File: src/include/smartcard_consts.vh
// Offsets, field positions, reset values and timing points of the card interface
`ifndef SMARTCARD_CONSTS_VH
`define SMARTCARD_CONSTS_VH

// ****************************************
// Register offsets (20-bit address)
// ****************************************
`define OFS_MODE_CFG       20'hFFFB0
`define OFS_BIT_RATE_DIV   20'hFFFB1
`define OFS_CONTROL        20'hFFFB2
`define OFS_TX_DATA        20'hFFFB3
`define OFS_STATUS         20'hFFFB4
`define OFS_RX_DATA        20'hFFFB5
`define OFS_CARD_MODE      20'hFFFB6

// ****************************************
// Field positions
// ****************************************
`define MODE_ALT_TIMING    7
`define MODE_ODD_PARITY    4
`define MODE_PRESC_HI      1
`define MODE_PRESC_LO      0
`define CTRL_TX_ENABLE     5
`define CTRL_RX_ENABLE     4
`define CTRL_CLK_MODE_HI   1
`define CTRL_CLK_MODE_LO   0
`define STAT_TX_EMPTY      7
`define STAT_RX_FULL       6
`define STAT_OVERRUN       5
`define STAT_ERR_SIGNAL    4
`define STAT_PARITY_ERR    3
`define STAT_TX_END        2
`define CARD_BIT_ORDER     3
`define CARD_DATA_INVERT   2
`define CARD_ENABLE        0

// ****************************************
// Reset values
// ****************************************
`define CFG_RESET          8'h00
`define STATUS_RESET       8'h84

// ****************************************
// Timing: sub-ticks per half etu, then points in half etu from the start edge
// ****************************************
`define HALF_ETU_SUBTICKS  9'h174
`define PT_START_CHECK     5'h01
`define PT_PARITY_END      5'h14
`define PT_PARITY_SAMPLE   5'h13
`define PT_ERR_DRIVE       5'h15
`define PT_ERR_SAMPLE      5'h16
`define PT_ERR_RELEASE     5'h17
`define PT_TRANSMIT_END_FLAG_ALT        5'h16
`define PT_TRANSMIT_END_FLAG_NORMAL     5'h19
`define PT_TX_FINISH       5'h1B

`endif

File: src/core/etu_timebase.v
// Baud-rate generator: sub-tick of the card clock and half-etu tick
`timescale 1ns/100ps
`default_nettype none
`include "smartcard_consts.vh"

module etu_timebase (
	input  wire       clk,
	input  wire       rst_n,
	input  wire       ce,
	input  wire       sync,
	input  wire [1:0] presc,
	input  wire [7:0] divisor,
	output reg        sub_tick,
	output reg        half_tick
);

	reg  [5:0] pre_q;
	reg  [7:0] div_q;
	reg  [8:0] half_q;
	reg  [5:0] pre_lim;
	reg  [5:0] pre_b;
	reg  [7:0] div_b;
	reg  [8:0] half_b;

	// Prescaler limit: divide by 4 to the power n
	always @* begin
		case (presc)
			2'h0:    pre_lim = 6'h00;
			2'h1:    pre_lim = 6'h03;
			2'h2:    pre_lim = 6'h0F;
			default: pre_lim = 6'h3F;
		endcase
	end

	// Restart counts as the first clock, so the first half etu is as long as the rest
	always @* begin
		pre_b  = sync ? 6'h00 : pre_q;
		div_b  = sync ? 8'h00 : div_q;
		half_b = sync ? 9'h000 : half_q;
	end

	// Sub-tick every 4^n*(N+1) clocks, half etu every 372 sub-ticks
	always @(posedge clk) begin
		if (!rst_n) begin
			pre_q     <= 6'h00;
			div_q     <= 8'h00;
			half_q    <= 9'h000;
			sub_tick  <= 1'b0;
			half_tick <= 1'b0;
		end else if (ce) begin
			sub_tick  <= 1'b0;
			half_tick <= 1'b0;
			if (pre_b == pre_lim) begin
				pre_q <= 6'h00;
				if (div_b == divisor) begin
					div_q    <= 8'h00;
					sub_tick <= 1'b1;
					if (half_b == `HALF_ETU_SUBTICKS - 9'h001) begin
						half_q    <= 9'h000;
						half_tick <= 1'b1;
					end else begin
						half_q <= half_b + 9'h001;
					end
				end else begin
					div_q  <= div_b + 8'h01;
					half_q <= half_b;
				end
			end else begin
				pre_q  <= pre_b + 6'h01;
				div_q  <= div_b;
				half_q <= half_b;
			end
		end
	end

endmodule // etu_timebase
`default_nettype wire

File: src/core/smartcard_if.v
// Half-duplex smart card serial interface with register port
//
// What this block does
// - Frame is start, eight data, one parity.
// - Transmit guard of at least two etu.
// - Parity error drives low at 10.5 etu.
// - Error seen: resend same frame after 2 etu.
// - Asynchronous framing only, no synchronous mode.
// - Release line after parity; pull-up holds idle.
// - Release line after error signal ends.
// - No error signal: proceed to next frame.
// - Transmit and receive together give closed loopback.
// - Timing-mode bit selects normal or alternative.
// - Card mode enable activates the interface.
// - Clock mode 00 off in normal timing, 01 runs card clock.
// - Direct convention: plain levels, LSB first.
// - Parity is even over eight data bits.
// - Alternative mode: fixed low, fixed high, running.
// - Invert touches data only; parity via odd.
// - Transmit end at 12.5 or 11.0 etu.
// - Error-signal flag set on sampled low.
//
// The strobed register port was left to the implementer.
`timescale 1ns/100ps
`default_nettype none
`include "smartcard_consts.vh"

module smartcard_if (
	input  wire        CLK,
	input  wire        RST_N,
	input  wire        CE,
	input  wire [19:0] ADDR,
	input  wire [7:0]  WR_DATA,
	input  wire        WR_STB,
	input  wire        RD_STB,
	output reg  [7:0]  RD_DATA,
	input  wire        DATA_IN,
	output reg         DATA_OUT,
	output reg         DATA_OE,
	output reg         SCK_OUT,
	output reg         SCK_OE
);

	// ****************************************
	// Conversion helper
	// ****************************************

	// Order then invert; the same mapping serves encode and decode
	function [7:0] conv;
		input [7:0] d;
		input       msb_first;
		input       invert;
		integer     k;
		begin
			for (k = 0; k < 8; k = k + 1)
				conv[k] = (msb_first ? d[7 - k] : d[k]) ^ invert;
		end
	endfunction

	// ****************************************
	// Registers and state
	// ****************************************
	reg  [7:0] serial_mode_cfg_q;
	reg  [7:0] bit_rate_divisor_q;
	reg  [7:0] serial_control_q;
	reg  [7:0] transmit_data_buffer_q;
	reg  [7:0] receive_data_buffer_q;
	reg  [7:0] card_mode_cfg_q;
	reg        tx_buffer_empty_q;
	reg        rx_buffer_full_q;
	reg        overrun_flag_q;
	reg        error_signal_flag_q;
	reg        parity_error_flag_q;
	reg        transmit_end_flag_q;
	reg        tx_busy_q;
	reg  [4:0] tx_half_q;
	reg  [9:0] tx_frame_q;
	reg        tx_err_q;
	reg        tx_drive_q;
	reg        rx_busy_q;
	reg  [4:0] rx_half_q;
	reg  [8:0] rx_shift_q;
	reg        rx_drive_q;
	reg        line_prev_q;
	reg        card_clk_q;
	wire [2:0] tb_sync;
	wire [2:0] tb_sub;
	wire [2:0] tb_half;

	// Field decode
	wire       card_mode_enable   = card_mode_cfg_q[`CARD_ENABLE];
	wire       bit_order_select   = card_mode_cfg_q[`CARD_BIT_ORDER];
	wire       data_invert_select = card_mode_cfg_q[`CARD_DATA_INVERT];
	wire       alt_timing_mode    = serial_mode_cfg_q[`MODE_ALT_TIMING];
	wire       odd_parity         = serial_mode_cfg_q[`MODE_ODD_PARITY];
	wire       transmitter_enable = serial_control_q[`CTRL_TX_ENABLE];
	wire       receiver_enable    = serial_control_q[`CTRL_RX_ENABLE];
	wire       clock_pin_mode_hi  = serial_control_q[`CTRL_CLK_MODE_HI];
	wire       clock_pin_mode_lo  = serial_control_q[`CTRL_CLK_MODE_LO];
	wire [7:0] status_rst         = `STATUS_RESET;

	// loopback via line
	// The receiver sees the pin and our own drive, so TX and RX enabled together close a loop
	wire       line_seen = DATA_IN & ~DATA_OE;

	// Bus strobes
	wire       wr_status = WR_STB && (ADDR == `OFS_STATUS);

	// Transmit timing points, one cycle before the half count reaches them
	wire       tx_tick   = tb_half[0];
	wire [4:0] transmit_end_flag_pt   = alt_timing_mode ? `PT_TRANSMIT_END_FLAG_ALT : `PT_TRANSMIT_END_FLAG_NORMAL;
	wire       tx_load   = !tx_busy_q && card_mode_enable && transmitter_enable && !tx_buffer_empty_q;
	wire       err_now   = tx_busy_q && tx_tick && (tx_half_q == `PT_ERR_SAMPLE - 5'h01) && !line_seen;

	// Receive timing
	wire       rx_tick   = tb_half[1];
	wire [4:0] rx_next   = rx_half_q + 5'h01;
	wire       rx_start  = !rx_busy_q && card_mode_enable && receiver_enable && line_prev_q && !line_seen;

	// even parity check
	// Odd select flips the expected sum; an error is a nonzero remainder
	wire       rx_par_bad = (^rx_shift_q) ^ odd_parity;

	// ****************************************
	// Rate generators
	// ****************************************

	// etu from rate generator
	// Unit 0 times transmit, unit 1 receive, unit 2 runs the card clock freely
	assign tb_sync = {1'b0, rx_start, tx_load};

	genvar gi;
	generate
		for (gi = 0; gi < 3; gi = gi + 1) begin : g_tb
			etu_timebase u_tb (
				.clk      (CLK),
				.rst_n    (RST_N),
				.ce       (CE),
				.sync     (tb_sync[gi]),
				.presc    (serial_mode_cfg_q[`MODE_PRESC_HI:`MODE_PRESC_LO]),
				.divisor  (bit_rate_divisor_q),
				.sub_tick (tb_sub[gi]),
				.half_tick(tb_half[gi])
			);
		end
	endgenerate

	// ****************************************
	// Configuration registers
	// ****************************************

	// no synchronous mode
	// Mode bit 7 only selects the timing mode; no clocked-serial path exists
	always @(posedge CLK) begin
		if (!RST_N) begin
			serial_mode_cfg_q      <= `CFG_RESET;
			bit_rate_divisor_q     <= 8'hFF;
			serial_control_q       <= `CFG_RESET;
			transmit_data_buffer_q <= `CFG_RESET;
			card_mode_cfg_q        <= `CFG_RESET;
		end else if (CE && WR_STB) begin
			case (ADDR)
				`OFS_MODE_CFG:     serial_mode_cfg_q      <= WR_DATA;
				`OFS_BIT_RATE_DIV: bit_rate_divisor_q     <= WR_DATA;
				`OFS_CONTROL:      serial_control_q       <= WR_DATA;
				`OFS_TX_DATA:      transmit_data_buffer_q <= WR_DATA;
				`OFS_CARD_MODE:    card_mode_cfg_q        <= WR_DATA & 8'h0D;
				default:           ;
			endcase
		end
	end

	// Read data one cycle after the strobe, zero for unmapped
	always @(posedge CLK) begin
		if (!RST_N) begin
			RD_DATA <= 8'h00;
		end else if (CE) begin
			RD_DATA <= 8'h00;
			if (RD_STB) begin
				case (ADDR)
					`OFS_MODE_CFG:     RD_DATA <= serial_mode_cfg_q;
					`OFS_BIT_RATE_DIV: RD_DATA <= bit_rate_divisor_q;
					`OFS_CONTROL:      RD_DATA <= serial_control_q;
					`OFS_TX_DATA:      RD_DATA <= transmit_data_buffer_q;
					`OFS_STATUS:       RD_DATA <= {tx_buffer_empty_q, rx_buffer_full_q, overrun_flag_q,
						error_signal_flag_q, parity_error_flag_q, transmit_end_flag_q, 2'h0};
					`OFS_RX_DATA:      RD_DATA <= receive_data_buffer_q;
					`OFS_CARD_MODE:    RD_DATA <= card_mode_cfg_q;
					default:           RD_DATA <= 8'h00;
				endcase
			end
		end
	end

	// ****************************************
	// Transmitter
	// ****************************************

	// Frame sequencer in half etu; flags clear on a written zero, hardware set wins
	always @(posedge CLK) begin
		if (!RST_N) begin
			tx_busy_q           <= 1'b0;
			tx_half_q           <= 5'h00;
			tx_frame_q          <= 10'h3FF;
			tx_err_q            <= 1'b0;
			tx_buffer_empty_q   <= status_rst[`STAT_TX_EMPTY];
			transmit_end_flag_q <= status_rst[`STAT_TX_END];
			error_signal_flag_q <= 1'b0;
		end else if (CE) begin
			if (wr_status && !WR_DATA[`STAT_TX_EMPTY]) begin
				tx_buffer_empty_q   <= 1'b0;
				transmit_end_flag_q <= 1'b0;
			end
			if (wr_status && !WR_DATA[`STAT_ERR_SIGNAL])
				error_signal_flag_q <= 1'b0;
			if (tx_load) begin
				tx_frame_q <= {(^transmit_data_buffer_q) ^ odd_parity,
					conv(transmit_data_buffer_q, bit_order_select, data_invert_select), 1'b0};
				tx_buffer_empty_q <= 1'b1;
				tx_busy_q         <= 1'b1;
				tx_half_q         <= 5'h00;
				tx_err_q          <= 1'b0;
			end else if (tx_busy_q && !transmitter_enable) begin
				tx_busy_q <= 1'b0;
			end else if (tx_busy_q && tx_tick) begin
				tx_half_q <= tx_half_q + 5'h01;
				if (err_now) begin
					error_signal_flag_q <= 1'b1;
					tx_err_q            <= 1'b1;
				end
				if ((tx_half_q == transmit_end_flag_pt - 5'h01) && tx_buffer_empty_q && !tx_err_q && !error_signal_flag_q && !err_now)
					transmit_end_flag_q <= 1'b1;
				if (tx_half_q == `PT_TX_FINISH - 5'h01) begin
					if (tx_err_q) begin
						tx_half_q <= 5'h00;
						tx_err_q  <= 1'b0;
					end else begin
						tx_busy_q <= 1'b0;
					end
				end
			end
		end
	end

	// drive only start/data/parity lows
	// Line is released from the end of the parity bit on
	always @(posedge CLK) begin
		if (!RST_N)
			tx_drive_q <= 1'b0;
		else if (CE)
			tx_drive_q <= tx_busy_q && (tx_half_q < `PT_PARITY_END) && !tx_frame_q[tx_half_q[4:1]];
	end

	// ****************************************
	// Receiver
	// ****************************************

	// Samples mid-bit, checks parity, answers errors with a low pulse
	always @(posedge CLK) begin
		if (!RST_N) begin
			rx_busy_q             <= 1'b0;
			rx_half_q             <= 5'h00;
			rx_shift_q            <= 9'h000;
			rx_drive_q            <= 1'b0;
			line_prev_q           <= 1'b1;
			receive_data_buffer_q <= 8'h00;
			rx_buffer_full_q      <= 1'b0;
			overrun_flag_q        <= 1'b0;
			parity_error_flag_q   <= 1'b0;
		end else if (CE) begin
			line_prev_q <= line_seen;
			if (wr_status && !WR_DATA[`STAT_RX_FULL])
				rx_buffer_full_q <= 1'b0;
			if (wr_status && !WR_DATA[`STAT_OVERRUN])
				overrun_flag_q <= 1'b0;
			if (wr_status && !WR_DATA[`STAT_PARITY_ERR])
				parity_error_flag_q <= 1'b0;
			if (rx_start) begin
				rx_busy_q <= 1'b1;
				rx_half_q <= 5'h00;
			end else if (rx_busy_q && !receiver_enable) begin
				rx_busy_q  <= 1'b0;
				rx_drive_q <= 1'b0;
			end else if (rx_busy_q && rx_tick) begin
				rx_half_q <= rx_next;
				if (rx_next == `PT_START_CHECK && line_seen) begin
					rx_busy_q <= 1'b0;
				end else if (rx_next[0] && rx_next > `PT_START_CHECK && rx_next <= `PT_PARITY_SAMPLE) begin
					rx_shift_q <= {line_seen, rx_shift_q[8:1]};
				end else if (rx_next == `PT_ERR_DRIVE) begin
					if (rx_par_bad) begin
						rx_drive_q          <= 1'b1;
						parity_error_flag_q <= 1'b1;
					end else if (rx_buffer_full_q) begin
						overrun_flag_q <= 1'b1;
					end else begin
						receive_data_buffer_q <= conv(rx_shift_q[7:0], bit_order_select, data_invert_select);
						rx_buffer_full_q      <= 1'b1;
					end
				end else if (rx_next == `PT_ERR_RELEASE) begin
					rx_drive_q <= 1'b0;
					rx_busy_q  <= 1'b0;
				end
			end
		end
	end

	// ****************************************
	// Pins
	// ****************************************

	// Open-drain data pin and card clock pin
	always @(posedge CLK) begin
		if (!RST_N) begin
			DATA_OUT   <= 1'b0;
			DATA_OE    <= 1'b0;
			card_clk_q <= 1'b0;
			SCK_OUT    <= 1'b0;
			SCK_OE     <= 1'b0;
		end else if (CE) begin
			DATA_OUT <= 1'b0;
			DATA_OE  <= card_mode_enable && (tx_drive_q || rx_drive_q);
			if (tb_sub[2])
				card_clk_q <= ~card_clk_q;
			SCK_OE  <= card_mode_enable && (alt_timing_mode || clock_pin_mode_lo);
			SCK_OUT <= card_mode_enable && (clock_pin_mode_lo ? card_clk_q : (alt_timing_mode && clock_pin_mode_hi));
		end
	end

endmodule // smartcard_if
`default_nettype wire

File: config.mk
export PLATFORM = sky130hd
export DESIGN_NAME = smartcard_if
export DESIGN_NICKNAME = d
export VERILOG_FILES = /design/src/core/etu_timebase.v /design/src/core/smartcard_if.v
export VERILOG_INCLUDE_DIRS = /design/src /design/src/include
export SDC_FILE = /design/constraint.sdc
export NUM_CORES = 1
export LEC_CHECK = 0
export ABC_AREA = 1
export BUFFER_PORTS_ARGS = -buffer_cell sky130_fd_sc_hd__buf_2
export CAP_MARGIN = 10
export CORE_MARGIN = 4
export CORE_UTILIZATION = 55
export CTS_BUF_LIST = sky130_fd_sc_hd__clkbuf_8 sky130_fd_sc_hd__clkbuf_16
export CTS_CLUSTER_SIZE = 14
export DETAILED_ROUTE_END_ITERATION = 8
export PLACE_DENSITY = 0.73
export SETUP_SLACK_MARGIN = 0.05
export SKIP_LAST_GASP = 1
export SYNTH_ARGS = -nofsm -noshare
export SYNTH_HDL_FRONTEND = slang
export SYNTH_SLANG_ARGS = --single-unit
File: constraint.sdc
create_clock -name CLK -period 3.4 [get_ports CLK]
set_clock_uncertainty 0.15 [all_clocks]
set_input_delay 0.51 -clock CLK [delete_from_list [all_inputs] [get_ports CLK]]
set_output_delay 0.51 -clock CLK [all_outputs]
set_load 0.02 [all_outputs]
==> impl_metrics.env, run 1 <==
export IMPL_power_share_clock=0.467
export IMPL_synth_top_area_share=0.334
export IMPL_netSwitchingFraction=0.261
export IMPL_synth_top_cells_by_count="nand2_1 (380), nand3_1 (177), dfxtp_1 (159)"
export IMPL_power_frac_seq=0.483
export IMPL_rsz0062_at_grt="false"
export IMPL_nFillCells=1633
export IMPL_intPower_mw=2.89
export IMPL_areaGrowthSynthToFinish_pct=9.22
export IMPL_cts_hold_buffers=0
export IMPL_crit_fanout=22
export IMPL_pin_count=46
export IMPL_num_vias=9527
export IMPL_synth_top_cell_by_area="dfxtp_1"
export IMPL_max_cap_violations=0
export IMPL_dieArea_um2=19500
export IMPL_clock_latency_ns=0.43
export IMPL_core_um2=16800
export IMPL_htreeDepth=4
export IMPL_antenna_found_initial=0
export IMPL_via_per_inst=5.47
export IMPL_ir_drop_uv=350
export IMPL_setup_violations=0
export IMPL_initial_core_util=0.568
export IMPL_cts_tree="yes"
export IMPL_detail_route_wl_per_cell_um=14.3
export IMPL_setup_tns_final_ns=0
export IMPL_placement_rows=47
export IMPL_cts_root_buf="clkbuf_16"
export IMPL_grt_ovfl_total=0
export IMPL_track_usage=0.255
export IMPL_synth_fp_nets=1537
export IMPL_cts_resized=0
export IMPL_synthArstFlopShare=0
export IMPL_cts_path_max_buffers=2
export IMPL_ant_nets=0
export IMPL_avgSynthCellArea_um2=6.40
export IMPL_yosysSeqAreaShare=0.334
export IMPL_tightest_slew_ns=0.862
export IMPL_hold_class="primary input to flip-flop"
export IMPL_portBuffers=44
export IMPL_p_sw_mw=1.02
export IMPL_reg2reg_setup_slack_ns=0.69
export IMPL_crit_type="flip-flop to flip-flop"
export IMPL_post_synth_top_count_cell="nand2_1"
export IMPL_diodes=0
export IMPL_cts_setup_buffers=0
export IMPL_drive_gt1_frac=0.0874
export IMPL_dr_pass1_iters=5
export IMPL_grt_pass1_vias=8647
export IMPL_ys_ff_latch=159
export IMPL_grt_pass1_wl_um=41500
export IMPL_layout_min_cycle_time_ns=2.71
export IMPL_clk_pin_slew_worst_paths_ns=0.07
export IMPL_synth_edf_count=0
export IMPL_drv_slew=0
export IMPL_startpoint_type="flip-flop"
export IMPL_timing_slew_headroom=0.421
export IMPL_synthCells=1489
export IMPL_crit_arrival_ns=2.91
export IMPL_hold_viol=0
export IMPL_fin_util=0.621
export IMPL_ys_warnings_count=0
export IMPL_pwr_share_comb=0.050
export IMPL_setup_worst_path_end_class="flip-flop"
export IMPL_wl_um=25000
export IMPL_p_leak_nw=4.44
export IMPL_dp_hpwl_um=18000
export IMPL_synth_distinct_cells=47
export IMPL_fp_dieH_um=140
export IMPL_drtIter0Drc=723
export IMPL_grt_max_degree=49
export IMPL_synth_area_top_cells="dfxtp_1 (33%), nand2_1 (15%), nand3_1 (9.3%)"
export IMPL_numCtsBuffers=17
export IMPL_clkSinkCount=159
export IMPL_min_period_over_period=0.796
export IMPL_required_ns=3.60
export IMPL_gp_congestion=0.921
export IMPL_fmax_mhz=369
export IMPL_drc=0
export IMPL_final_nets=1558
export IMPL_status="complete, no violations"
export IMPL_synth_area_um2=9520
export IMPL_die_x_um=140
export IMPL_yosys_most_used_dff="dfxtp_1"
export IMPL_powerDensity_nw_per_um2=375
## final timing paths
path / startpoint / to / depth (start not counted)
max: card_mode_cfg_q[0] / g_tb[0].u_tb.half_q[8] / 18
min reg2reg: serial_mode_cfg_q[2] / serial_mode_cfg_q[2] / 2
max reg2reg: card_mode_cfg_q[0] / g_tb[0].u_tb.half_q[8] / 18
min: WR_DATA[7] / transmit_end_flag_q / 3
## power by group through the flow
stage	combinational, mW	sequential [mW]	clock, mW
finish	0.196	1.89	1.82
global route	0.218	1.89	1.92
CTS	0.195	1.89	1.85
detailed placement	0.194	1.93	0
global placement	0.193	1.93	0
floorplan	0.125	1.93	0
## flip-flops by register name, indices dropped and copies added, names as in the netlist, 2 cells and up
name                    flops
rx_half_q                   5
serial_mode_cfg_q           8
tx_half_q                   5
RD_DATA                     8
tx_frame_q                 10
g_tb.u_tb.div_q            24
card_mode_cfg_q             3
g_tb.u_tb.half_q           18
g_tb.u_tb.pre_q            18
bit_rate_divisor_q          8
serial_control_q            8
transmit_data_buffer_q      8
rx_shift_q                  9
g_tb.u_tb.half_tick         2
receive_data_buffer_q       8
## through the flow
| stage | power [mW] | setup WS, ns | cells | cell area (µm²) | hold slack (ns) |
|---|---|---|---|---|---|
| 3_3_place_gp | 2.12 | 0.593 | 1711 | 9850 | 0.284 |
| 6_report | 3.91 | 0.693 | 1742 | 10400 | 0.249 |
| 5_1_grt | 4.03 | 0.377 | 1742 | 10400 | 0.261 |
| 2_1_floorplan | 2.05 | 1.00 | 1489 | 9520 | 0.274 |
| 4_1_cts | 3.93 | 0.676 | 1742 | 10400 | 0.241 |
| 3_5_place_dp | 2.12 | 0.546 | 1711 | 9850 | 0.292 |
## metal layers
metal / track usage / share of wire / up-vias
met2: 0.420 / 0.46 / 289
met1: 0.339 / 0.45 / 4292
li1: - / - / 4894
met5: 0 / 0 / -
met4: 0.0887 / 0.028 / 0
met3: 0.0422 / 0.058 / 52
## cell families (layout without fill, tap and decap cells)
family | Yosys count | count (layout) | synth area share
compound gates | 239 | 239 | 0.133
xor+xnor | 55 | 55 | 0.0514
fa+ha+maj | 14 | 14 | 0.0184
buf+inv | 222 | 255 | 0.0947
flops | 159 | 159 | 0.334
other cells | 1 | 1 | 0.000394
simple gates | 799 | 799 | 0.367
## layout by cell type (no fill, tap or decap), types with 16 or more instances in the layout
cell type  synthesis  final
a21oi_1          116    116
buf_2              6     44
buf_4              4     16
clkbuf_16          0     17
dfxtp_1          159    159
inv_1            150    150
nand2_1          380    380
nand3_1          177    177
nand4_1           35     35
nor2_1           152    152
o21ai_0           91     91
xnor2_1           18     18
xor2_1            36     36
## area by class of cell
type	count	area, µm²	area share
clock buffers	17	425	0.0409
clock inverters	14	123	0.0118
inverters	164	617	0.0593
multi-input cells	1108	5440	0.523
flip-flops and latches	159	3180	0.306
well taps	220	275	0.0265
repair buffers	60	340	0.0327
## worst max-delay path: stages, from the launching register on
cell and delay, ns:
dfxtp_1 0.35, nand2_1 0.09, clkinv_1 0.06, nand2_2 0.34
inv_1 0.21, nor2_1 0.22, ha_1 0.28, nand2_1 0.08
nor2_1 0.20, nand2_1 0.08, nand2_1 0.06, nand2_1 0.05
nor2_1 0.08, nand2_1 0.06, nand2_1 0.06, nand2_1 0.04
nand2_1 0.06, nand2_1 0.04, a21oi_1 0.12
Power figures use the tool's default switching activity.
==> inputs of run 2 (changes only) <==
--- a/config.mk
+++ b/config.mk
@@ -6,7 +6,7 @@
 export SDC_FILE = /design/constraint.sdc
 export NUM_CORES = 1
 export LEC_CHECK = 0
-export ABC_AREA = 1
+export ABC_AREA = 0
 export BUFFER_PORTS_ARGS = -buffer_cell sky130_fd_sc_hd__buf_2
 export CAP_MARGIN = 10
 export CORE_MARGIN = 4
@@ -14,7 +14,7 @@
 export CTS_BUF_LIST = sky130_fd_sc_hd__clkbuf_8 sky130_fd_sc_hd__clkbuf_16
 export CTS_CLUSTER_SIZE = 14
 export DETAILED_ROUTE_END_ITERATION = 8
-export PLACE_DENSITY = 0.73
+export PLACE_DENSITY = 0.76
 export SETUP_SLACK_MARGIN = 0.05
 export SKIP_LAST_GASP = 1
 export SYNTH_ARGS = -nofsm -noshare
==> constraint.sdc (replaced) <==
create_clock -name CLK -period 2.3 [get_ports CLK]
set_clock_uncertainty 0.15 [all_clocks]
set_input_delay 0.345 -clock CLK [delete_from_list [all_inputs] [get_ports CLK]]
set_output_delay 0.345 -clock CLK [all_outputs]
set_load 0.02 [all_outputs]
==> impl_metrics.env, run 2 <==
export IMPL_status="complete, but fails checks"
export IMPL_violations="negative setup slack"
export IMPL_crit_arrival_ns=2.61
export IMPL_drive_gt1_frac=0.250
export IMPL_startpoint_type="flip-flop"
export IMPL_tightest_slew_ns=0.588
export IMPL_clock_latency_ns=0.44
export IMPL_die_x_um=137
export IMPL_min_period_over_period=1.04
export IMPL_cts_path_max_buffers=2
export IMPL_synth_edf_count=0
export IMPL_setup_worst_path_end_class="flip-flop"
export IMPL_synth_area_top_cells="dfxtp_1 (35%), nand2_1 (6.3%), mux2i_1 (5.4%)"
export IMPL_crit_end="g_tb[1].u_tb.div_q[6]"
export IMPL_fin_util=0.696
export IMPL_crit_fanout=9
export IMPL_crit_type="flip-flop to flip-flop"
export IMPL_wl_um=26600
export IMPL_gp_congestion=0.962
export IMPL_grt_pass1_wl_um=42700
export IMPL_layout_min_cycle_time_ns=2.40
export IMPL_diodes=0
export IMPL_worst_r2r_endpoint="g_tb[1].u_tb.div_q[6]"
export IMPL_grt_ovfl_total=0
export IMPL_power_mw=5.80
export IMPL_numCtsBuffers=17
export IMPL_synth_top_area_share=0.345
export IMPL_cts_tree="yes"
export IMPL_post_synth_top_count_cell="dfxtp_1"
export IMPL_clkSinkCount=159
export IMPL_r2r_cells=7
export IMPL_ys_warnings_count=0
export IMPL_dp_hpwl_um=18600
export IMPL_track_usage=0.283
export IMPL_powerDensity_nw_per_um2=505
export IMPL_antenna_found_initial=0
export IMPL_seqCellArea_um2=3200
export IMPL_synth_distinct_cells=69
export IMPL_yosys_most_used_dff="dfxtp_1"
export IMPL_pin_count=46
export IMPL_cts_root_buf="clkbuf_16"
export IMPL_synth_fp_nets=1176
export IMPL_wl_met3_um=1990
export IMPL_drv_slew=0
export IMPL_cp_startpoint="serial_mode_cfg_q[1]"
export IMPL_synth_top_cells_by_count="dfxtp_1 (159), nand2_1 (154), nor2_1 (70)"
export IMPL_hold_depth=3
export IMPL_initial_core_util=0.558
export IMPL_rsz0062_at_grt="true"
export IMPL_clk_pin_slew_worst_paths_ns=0.07
export IMPL_hold_viol=0
export IMPL_nFillCells=1241
export IMPL_ir_drop_uv=571
export IMPL_largest_register_ffs=24
export IMPL_final_cell_mix="dfxtp_1 (151), nand2_1 (151), buf_4 (138)"
export IMPL_final_nets=1313
export IMPL_setup_violations=8
export IMPL_yosysSeqAreaShare=0.345
export IMPL_wl_met1_um=11600
export IMPL_htreeDepth=4
export IMPL_hold_class="primary input to flip-flop"
export IMPL_dr_pass1_iters=6
export IMPL_via_per_inst=6.11
export IMPL_required_ns=2.51
export IMPL_dr_wl_met2_um=12500
export IMPL_highest_layer="met4"
export IMPL_multi_input_area_um2=5920
export IMPL_num_vias=9150
export IMPL_regMostFlops="g_tb.u_tb.div_q"
export IMPL_portBuffers=44
export IMPL_ant_nets=0
export IMPL_fmax_mhz=417
export IMPL_fp_dieH_um=137
export IMPL_grt_max_degree=57
export IMPL_rr_startpoint="serial_mode_cfg_q[1]"
export IMPL_drc=0
export IMPL_p_leak_nw=4.45
export IMPL_ys_ff_latch=159
export IMPL_synth_top_cell_by_area="dfxtp_1"
export IMPL_synthCells=1128
export IMPL_areaGrowthSynthToFinish_pct=24.7
export IMPL_cts_hold_buffers=0
export IMPL_setup_ws_ns=-0.0978
export IMPL_core_um2=16500
export IMPL_dieArea_um2=18900
export IMPL_top_regs="g_tb.u_tb.div_q (24), g_tb.u_tb.half_q (18), g_tb.u_tb.pre_q (18)"
export IMPL_detail_route_wl_per_cell_um=17.8
export IMPL_timing_slew_headroom=0.608
export IMPL_placement_rows=47
export IMPL_drtIter0Drc=883
export IMPL_max_cap_violations=0
export IMPL_reg2reg_setup_slack_ns=-0.1
export IMPL_avgSynthCellArea_um2=8.17
export IMPL_grt_pass1_vias=8463
export IMPL_synthArstFlopShare=0
export IMPL_synth_area_um2=9220
==> run 2: cell types whose count changed after synthesis, sizes merged, moves of 17 or more <==
cell and change:
clkbuf +23, and2 +18, a21oi -89, inv -141
a21boi +41, nand3 -114, o21ai -28, and3 +20
nor2 -92, nor2b +36, mux2i +50, nand2 -236
a31oi +17
==> run 2: worst min-delay path by stage <==
stage / startpoint / to / slack, ns
final: WR_DATA[1] / bit_rate_divisor_q[1] / 0.08
after detailed placement: tx_frame_q[0] / tx_frame_q[0] / 0.29
after CTS: WR_DATA[7] / bit_rate_divisor_q[7] / 0.08
after global placement: tx_frame_q[0] / tx_frame_q[0] / 0.28
after floorplan: tx_frame_q[0] / tx_frame_q[0] / 0.27
after global routing: WR_DATA[7] / bit_rate_divisor_q[7] / 0.09
==> run 2: cell type report <==
type                       count  share of cell area
clock buffer                  18              0.0382
clock inverter                14             0.00958
inverter                      20             0.00653
multi-input combinational    869               0.515
sequential                   159               0.278
tap                          220              0.0239
timing repair buffer         198               0.129
==> run 2: metal layers <==
layer,vias to the layer above,track usage
met3,56,0.0599
met4,0,0.0909
met5,-,0
met1,4365,0.380
li1,4358,-
met2,371,0.454
==> run 2: power breakdown <==
| group | internal [mW] | switching, mW | leakage (nW) |
|---|---|---|---|
| Combinational | 0.133 | 0.201 | 2.90 |
| Sequential | 2.77 | 0.0206 | 1.28 |
| Clock | 1.42 | 1.26 | 0.265 |
==> run 2: timing repair <==
item                                    CTS  global route
setup buffers                            12             7
gates resized for setup                  28            55
pin swaps                                 8            14
endpoints found under the setup margin   37            62
==> run 2: cells by family after synthesis <==
group | synth area share
xor+xnor | 0.0613
other cells | 0.000407
buf+inv | 0.0436
flops | 0.345
simple gates | 0.264
fa+ha+maj | 0.0190
mux | 0.0836
compound gates | 0.182
==> run 2: stage by stage <==
step	area [µm²]	hold slack (ns)	worst slack, ns	setup TNS (ns)	std cells
after floorplan	9340	0.269	-0.137	-0.466	1128
after global placement	10500	0.279	-0.0707	-0.417	1447
after detailed placement	10500	0.287	-0.165	-1.86	1447
after CTS	11300	0.0770	-0.0686	-0.197	1491
after global routing	11500	0.0868	-0.201	-3.20	1498
final	11500	0.0818	-0.0978	-0.368	1498
==> run 2: worst max-delay path, stage by stage (launching register included) <==
cell	delay [ns]
dfxtp_2	0.34
or3_1	0.37
o32a_1	0.33
a221oi_4	0.37
buf_6	0.19
nand3_1	0.12
or3_1	0.37
o211ai_1	0.09
==> inputs of run 3 (changes only) <==
--- a/config.mk
+++ b/config.mk
@@ -9,7 +9,7 @@
 export ABC_AREA = 0
 export BUFFER_PORTS_ARGS = -buffer_cell sky130_fd_sc_hd__buf_2
 export CAP_MARGIN = 10
-export CORE_MARGIN = 4
+export CORE_MARGIN = 2
 export CORE_UTILIZATION = 55
 export CTS_BUF_LIST = sky130_fd_sc_hd__clkbuf_8 sky130_fd_sc_hd__clkbuf_16
 export CTS_CLUSTER_SIZE = 14
==> constraint.sdc (replaced) <==
create_clock -name CLK -period 2.3 [get_ports CLK]
set_clock_uncertainty 0.15 [all_clocks]
set_input_delay 0.46 -clock CLK [delete_from_list [all_inputs] [get_ports CLK]]
set_output_delay 0.46 -clock CLK [all_outputs]
set_load 0.02 [all_outputs]
==> impl_metrics.env, run 3 (synthesis gave the netlist of run 2 again) <==
export IMPL_status="complete, but fails checks"
export IMPL_violations="negative setup slack"
export IMPL_via_per_inst=6.13
export IMPL_critPathSlowestCell="or3_1"
export IMPL_required_ns=2.45
export IMPL_largest_register_ffs=24
export IMPL_placement_rows=47
export IMPL_max_cap_violations=0
export IMPL_intPower_mw=4.88
export IMPL_clkSinkCount=159
export IMPL_clock_latency_ns=0.43
export IMPL_ant_nets=0
export IMPL_grt_pass1_wl_um=44000
export IMPL_areaGrowthSynthToFinish_pct=27.6
export IMPL_p_leak_nw=4.54
export IMPL_drtIter0Drc=999
export IMPL_fmax_mhz=408
export IMPL_grt_pass1_vias=8724
export IMPL_layout_min_cycle_time_ns=2.45
export IMPL_dieArea_um2=17800
export IMPL_die_x_um=133
export IMPL_fp_dieH_um=133
export IMPL_r2r_cells=8
export IMPL_powerDensity_nw_per_um2=531
export IMPL_portBuffers=44
export IMPL_power_mw=6.25
export IMPL_netSwitchingFraction=0.220
export IMPL_cts_root_buf="clkbuf_16"
export IMPL_clk_pin_slew_worst_paths_ns=0.07
export IMPL_antenna_found_initial=0
export IMPL_numCtsBuffers=17
export IMPL_dp_hpwl_um=18200
export IMPL_startpoint_type="flip-flop"
export IMPL_drv_slew=0
export IMPL_setup_worst_path_end_class="flip-flop"
export IMPL_cp_slowest_stage_delay_ns=0.38
export IMPL_drive_gt1_frac=0.274
export IMPL_crit_chain="or3_1 -> o32a_1 -> a221oi_4 -> buf_6 -> buf_6 -> a21boi_0 -> o21ai_0 -> a21boi_1"
export IMPL_power_frac_seq=0.446
export IMPL_top_regs="g_tb.u_tb.div_q (24), g_tb.u_tb.half_q (18), g_tb.u_tb.pre_q (18)"
export IMPL_pwr_share_comb=0.055
export IMPL_crit_type="flip-flop to flip-flop"
export IMPL_timing_slew_headroom=0.630
export IMPL_diodes=0
export IMPL_htreeDepth=4
export IMPL_regMostFlops="g_tb.u_tb.div_q"
export IMPL_hold_class="primary input to flip-flop"
export IMPL_drc=0
export IMPL_grt_ovfl_total=0
export IMPL_dr_pass1_iters=5
export IMPL_track_usage=0.304
export IMPL_num_vias=9209
export IMPL_gp_congestion=0.933
export IMPL_crit_path_frequent_cell="buf_6"
export IMPL_initial_core_util=0.560
export IMPL_hold_viol=0
export IMPL_wl_um=27300
export IMPL_cts_path_max_buffers=2
export IMPL_tightest_slew_ns=0.554
export IMPL_crit_arrival_ns=2.60
export IMPL_rsz0062_at_grt="true"
export IMPL_final_cell_mix="nand2_1 (149), dfxtp_1 (148), buf_4 (140)"
export IMPL_crit_end="g_tb[1].u_tb.div_q[7]"
export IMPL_reg2reg_setup_slack_ns=-0.15
export IMPL_power_share_clock=0.499
export IMPL_rr_startpoint="g_tb[1].u_tb.pre_q[3]"
export IMPL_grt_max_degree=80
export IMPL_pin_count=46
export IMPL_worst_r2r_endpoint="g_tb[1].u_tb.div_q[7]"
export IMPL_final_nets=1319
export IMPL_core_um2=16500
export IMPL_final_common_cell="nand2_1"
export IMPL_preCtsSetupSlack_ns=-0.218
export IMPL_p_sw_mw=1.37
export IMPL_setup_ws_ns=-0.150
export IMPL_crit_fanout=6
export IMPL_cts_tree="yes"
export IMPL_ir_drop_uv=484
export IMPL_detail_route_wl_per_cell_um=18.2
export IMPL_setup_violations=18
export IMPL_min_period_over_period=1.07
export IMPL_cp_startpoint="g_tb[1].u_tb.pre_q[3]"
[run 3: cell count changes in the layout (fill, tap and decap cells not counted), sizes merged]
cell	change
buf	+5
inv	-4
clkbuf	+2
clkinvlp	-1
bufinv	+5
clkinv	-3
[run 3: how the worst min path moves through the flow]
stage	start	cells past startpoint	end	slack, ns
final	WR_DATA[1]	3	bit_rate_divisor_q[1]	0.20
after global routing	WR_DATA[7]	3	bit_rate_divisor_q[7]	0.20
after CTS	WR_DATA[1]	3	bit_rate_divisor_q[1]	0.18
after detailed placement	tx_frame_q[0]	2	tx_frame_q[0]	0.28
after global placement	tx_frame_q[0]	2	tx_frame_q[0]	0.28
after floorplan	tx_frame_q[0]	2	tx_frame_q[0]	0.27
[run 3: metrics by stage]
step	cell area (µm²)	hold WS (ns)	utilization	setup TNS, ns	instances
final	11800	0.196	0.715	-0.952	1502
after global routing	11800	0.204	0.715	-2.24	1502
after CTS	11400	0.183	0.694	-0.571	1491
after detailed placement	10600	0.284	0.642	-3.15	1452
after global placement	10600	0.277	0.642	-1.25	1452
after floorplan	9360	0.269	-	-0.450	1128
[run 3: layer usage]
layer	GRT usage	up-vias	share of wire
li1	-	4360	-
met1	0.404	4416	0.43
met2	0.497	375	0.47
met3	0.0582	58	0.074
met4	0.109	0	0.024
met5	0	-	0
[run 3: power groups by stage]
stage                     registers (mW)  logic [mW]  clock network (mW)
after CTS                           2.78       0.330                3.13
after floorplan                     2.84       0.191                   0
after global placement              2.85       0.314                   0
final                               2.78       0.346                3.12
after detailed placement            2.85       0.319                   0
after global routing                2.79       0.374                3.25
[run 3: what timing repair did]
action	in CTS	in global routing
setup buffers	8	11
gates cloned	1	1
setup endpoints to repair	39	67
pin swaps	26	31
hold buffers	0	0
resized for setup	56	77
endpoints found under the hold margin	0	0
[run 3: critical path: cells and delay by family, from the launching register on]
family,cells,cell delay [ns]
AOI/OAI and AO/OA,5,1.16
buffers and inverters,2,0.33
DFF,1,0.32
and+or+nand+nor,1,0.38
[run 3: final cells by class]
type	count	area, µm²
timing repair buffer	204	1550
sequential	159	3200
clock inverter	11	189
clock buffer	19	453
multi-input combinational	869	6030
inverter	20	75.1
fill	1238	4700
tap	220	275
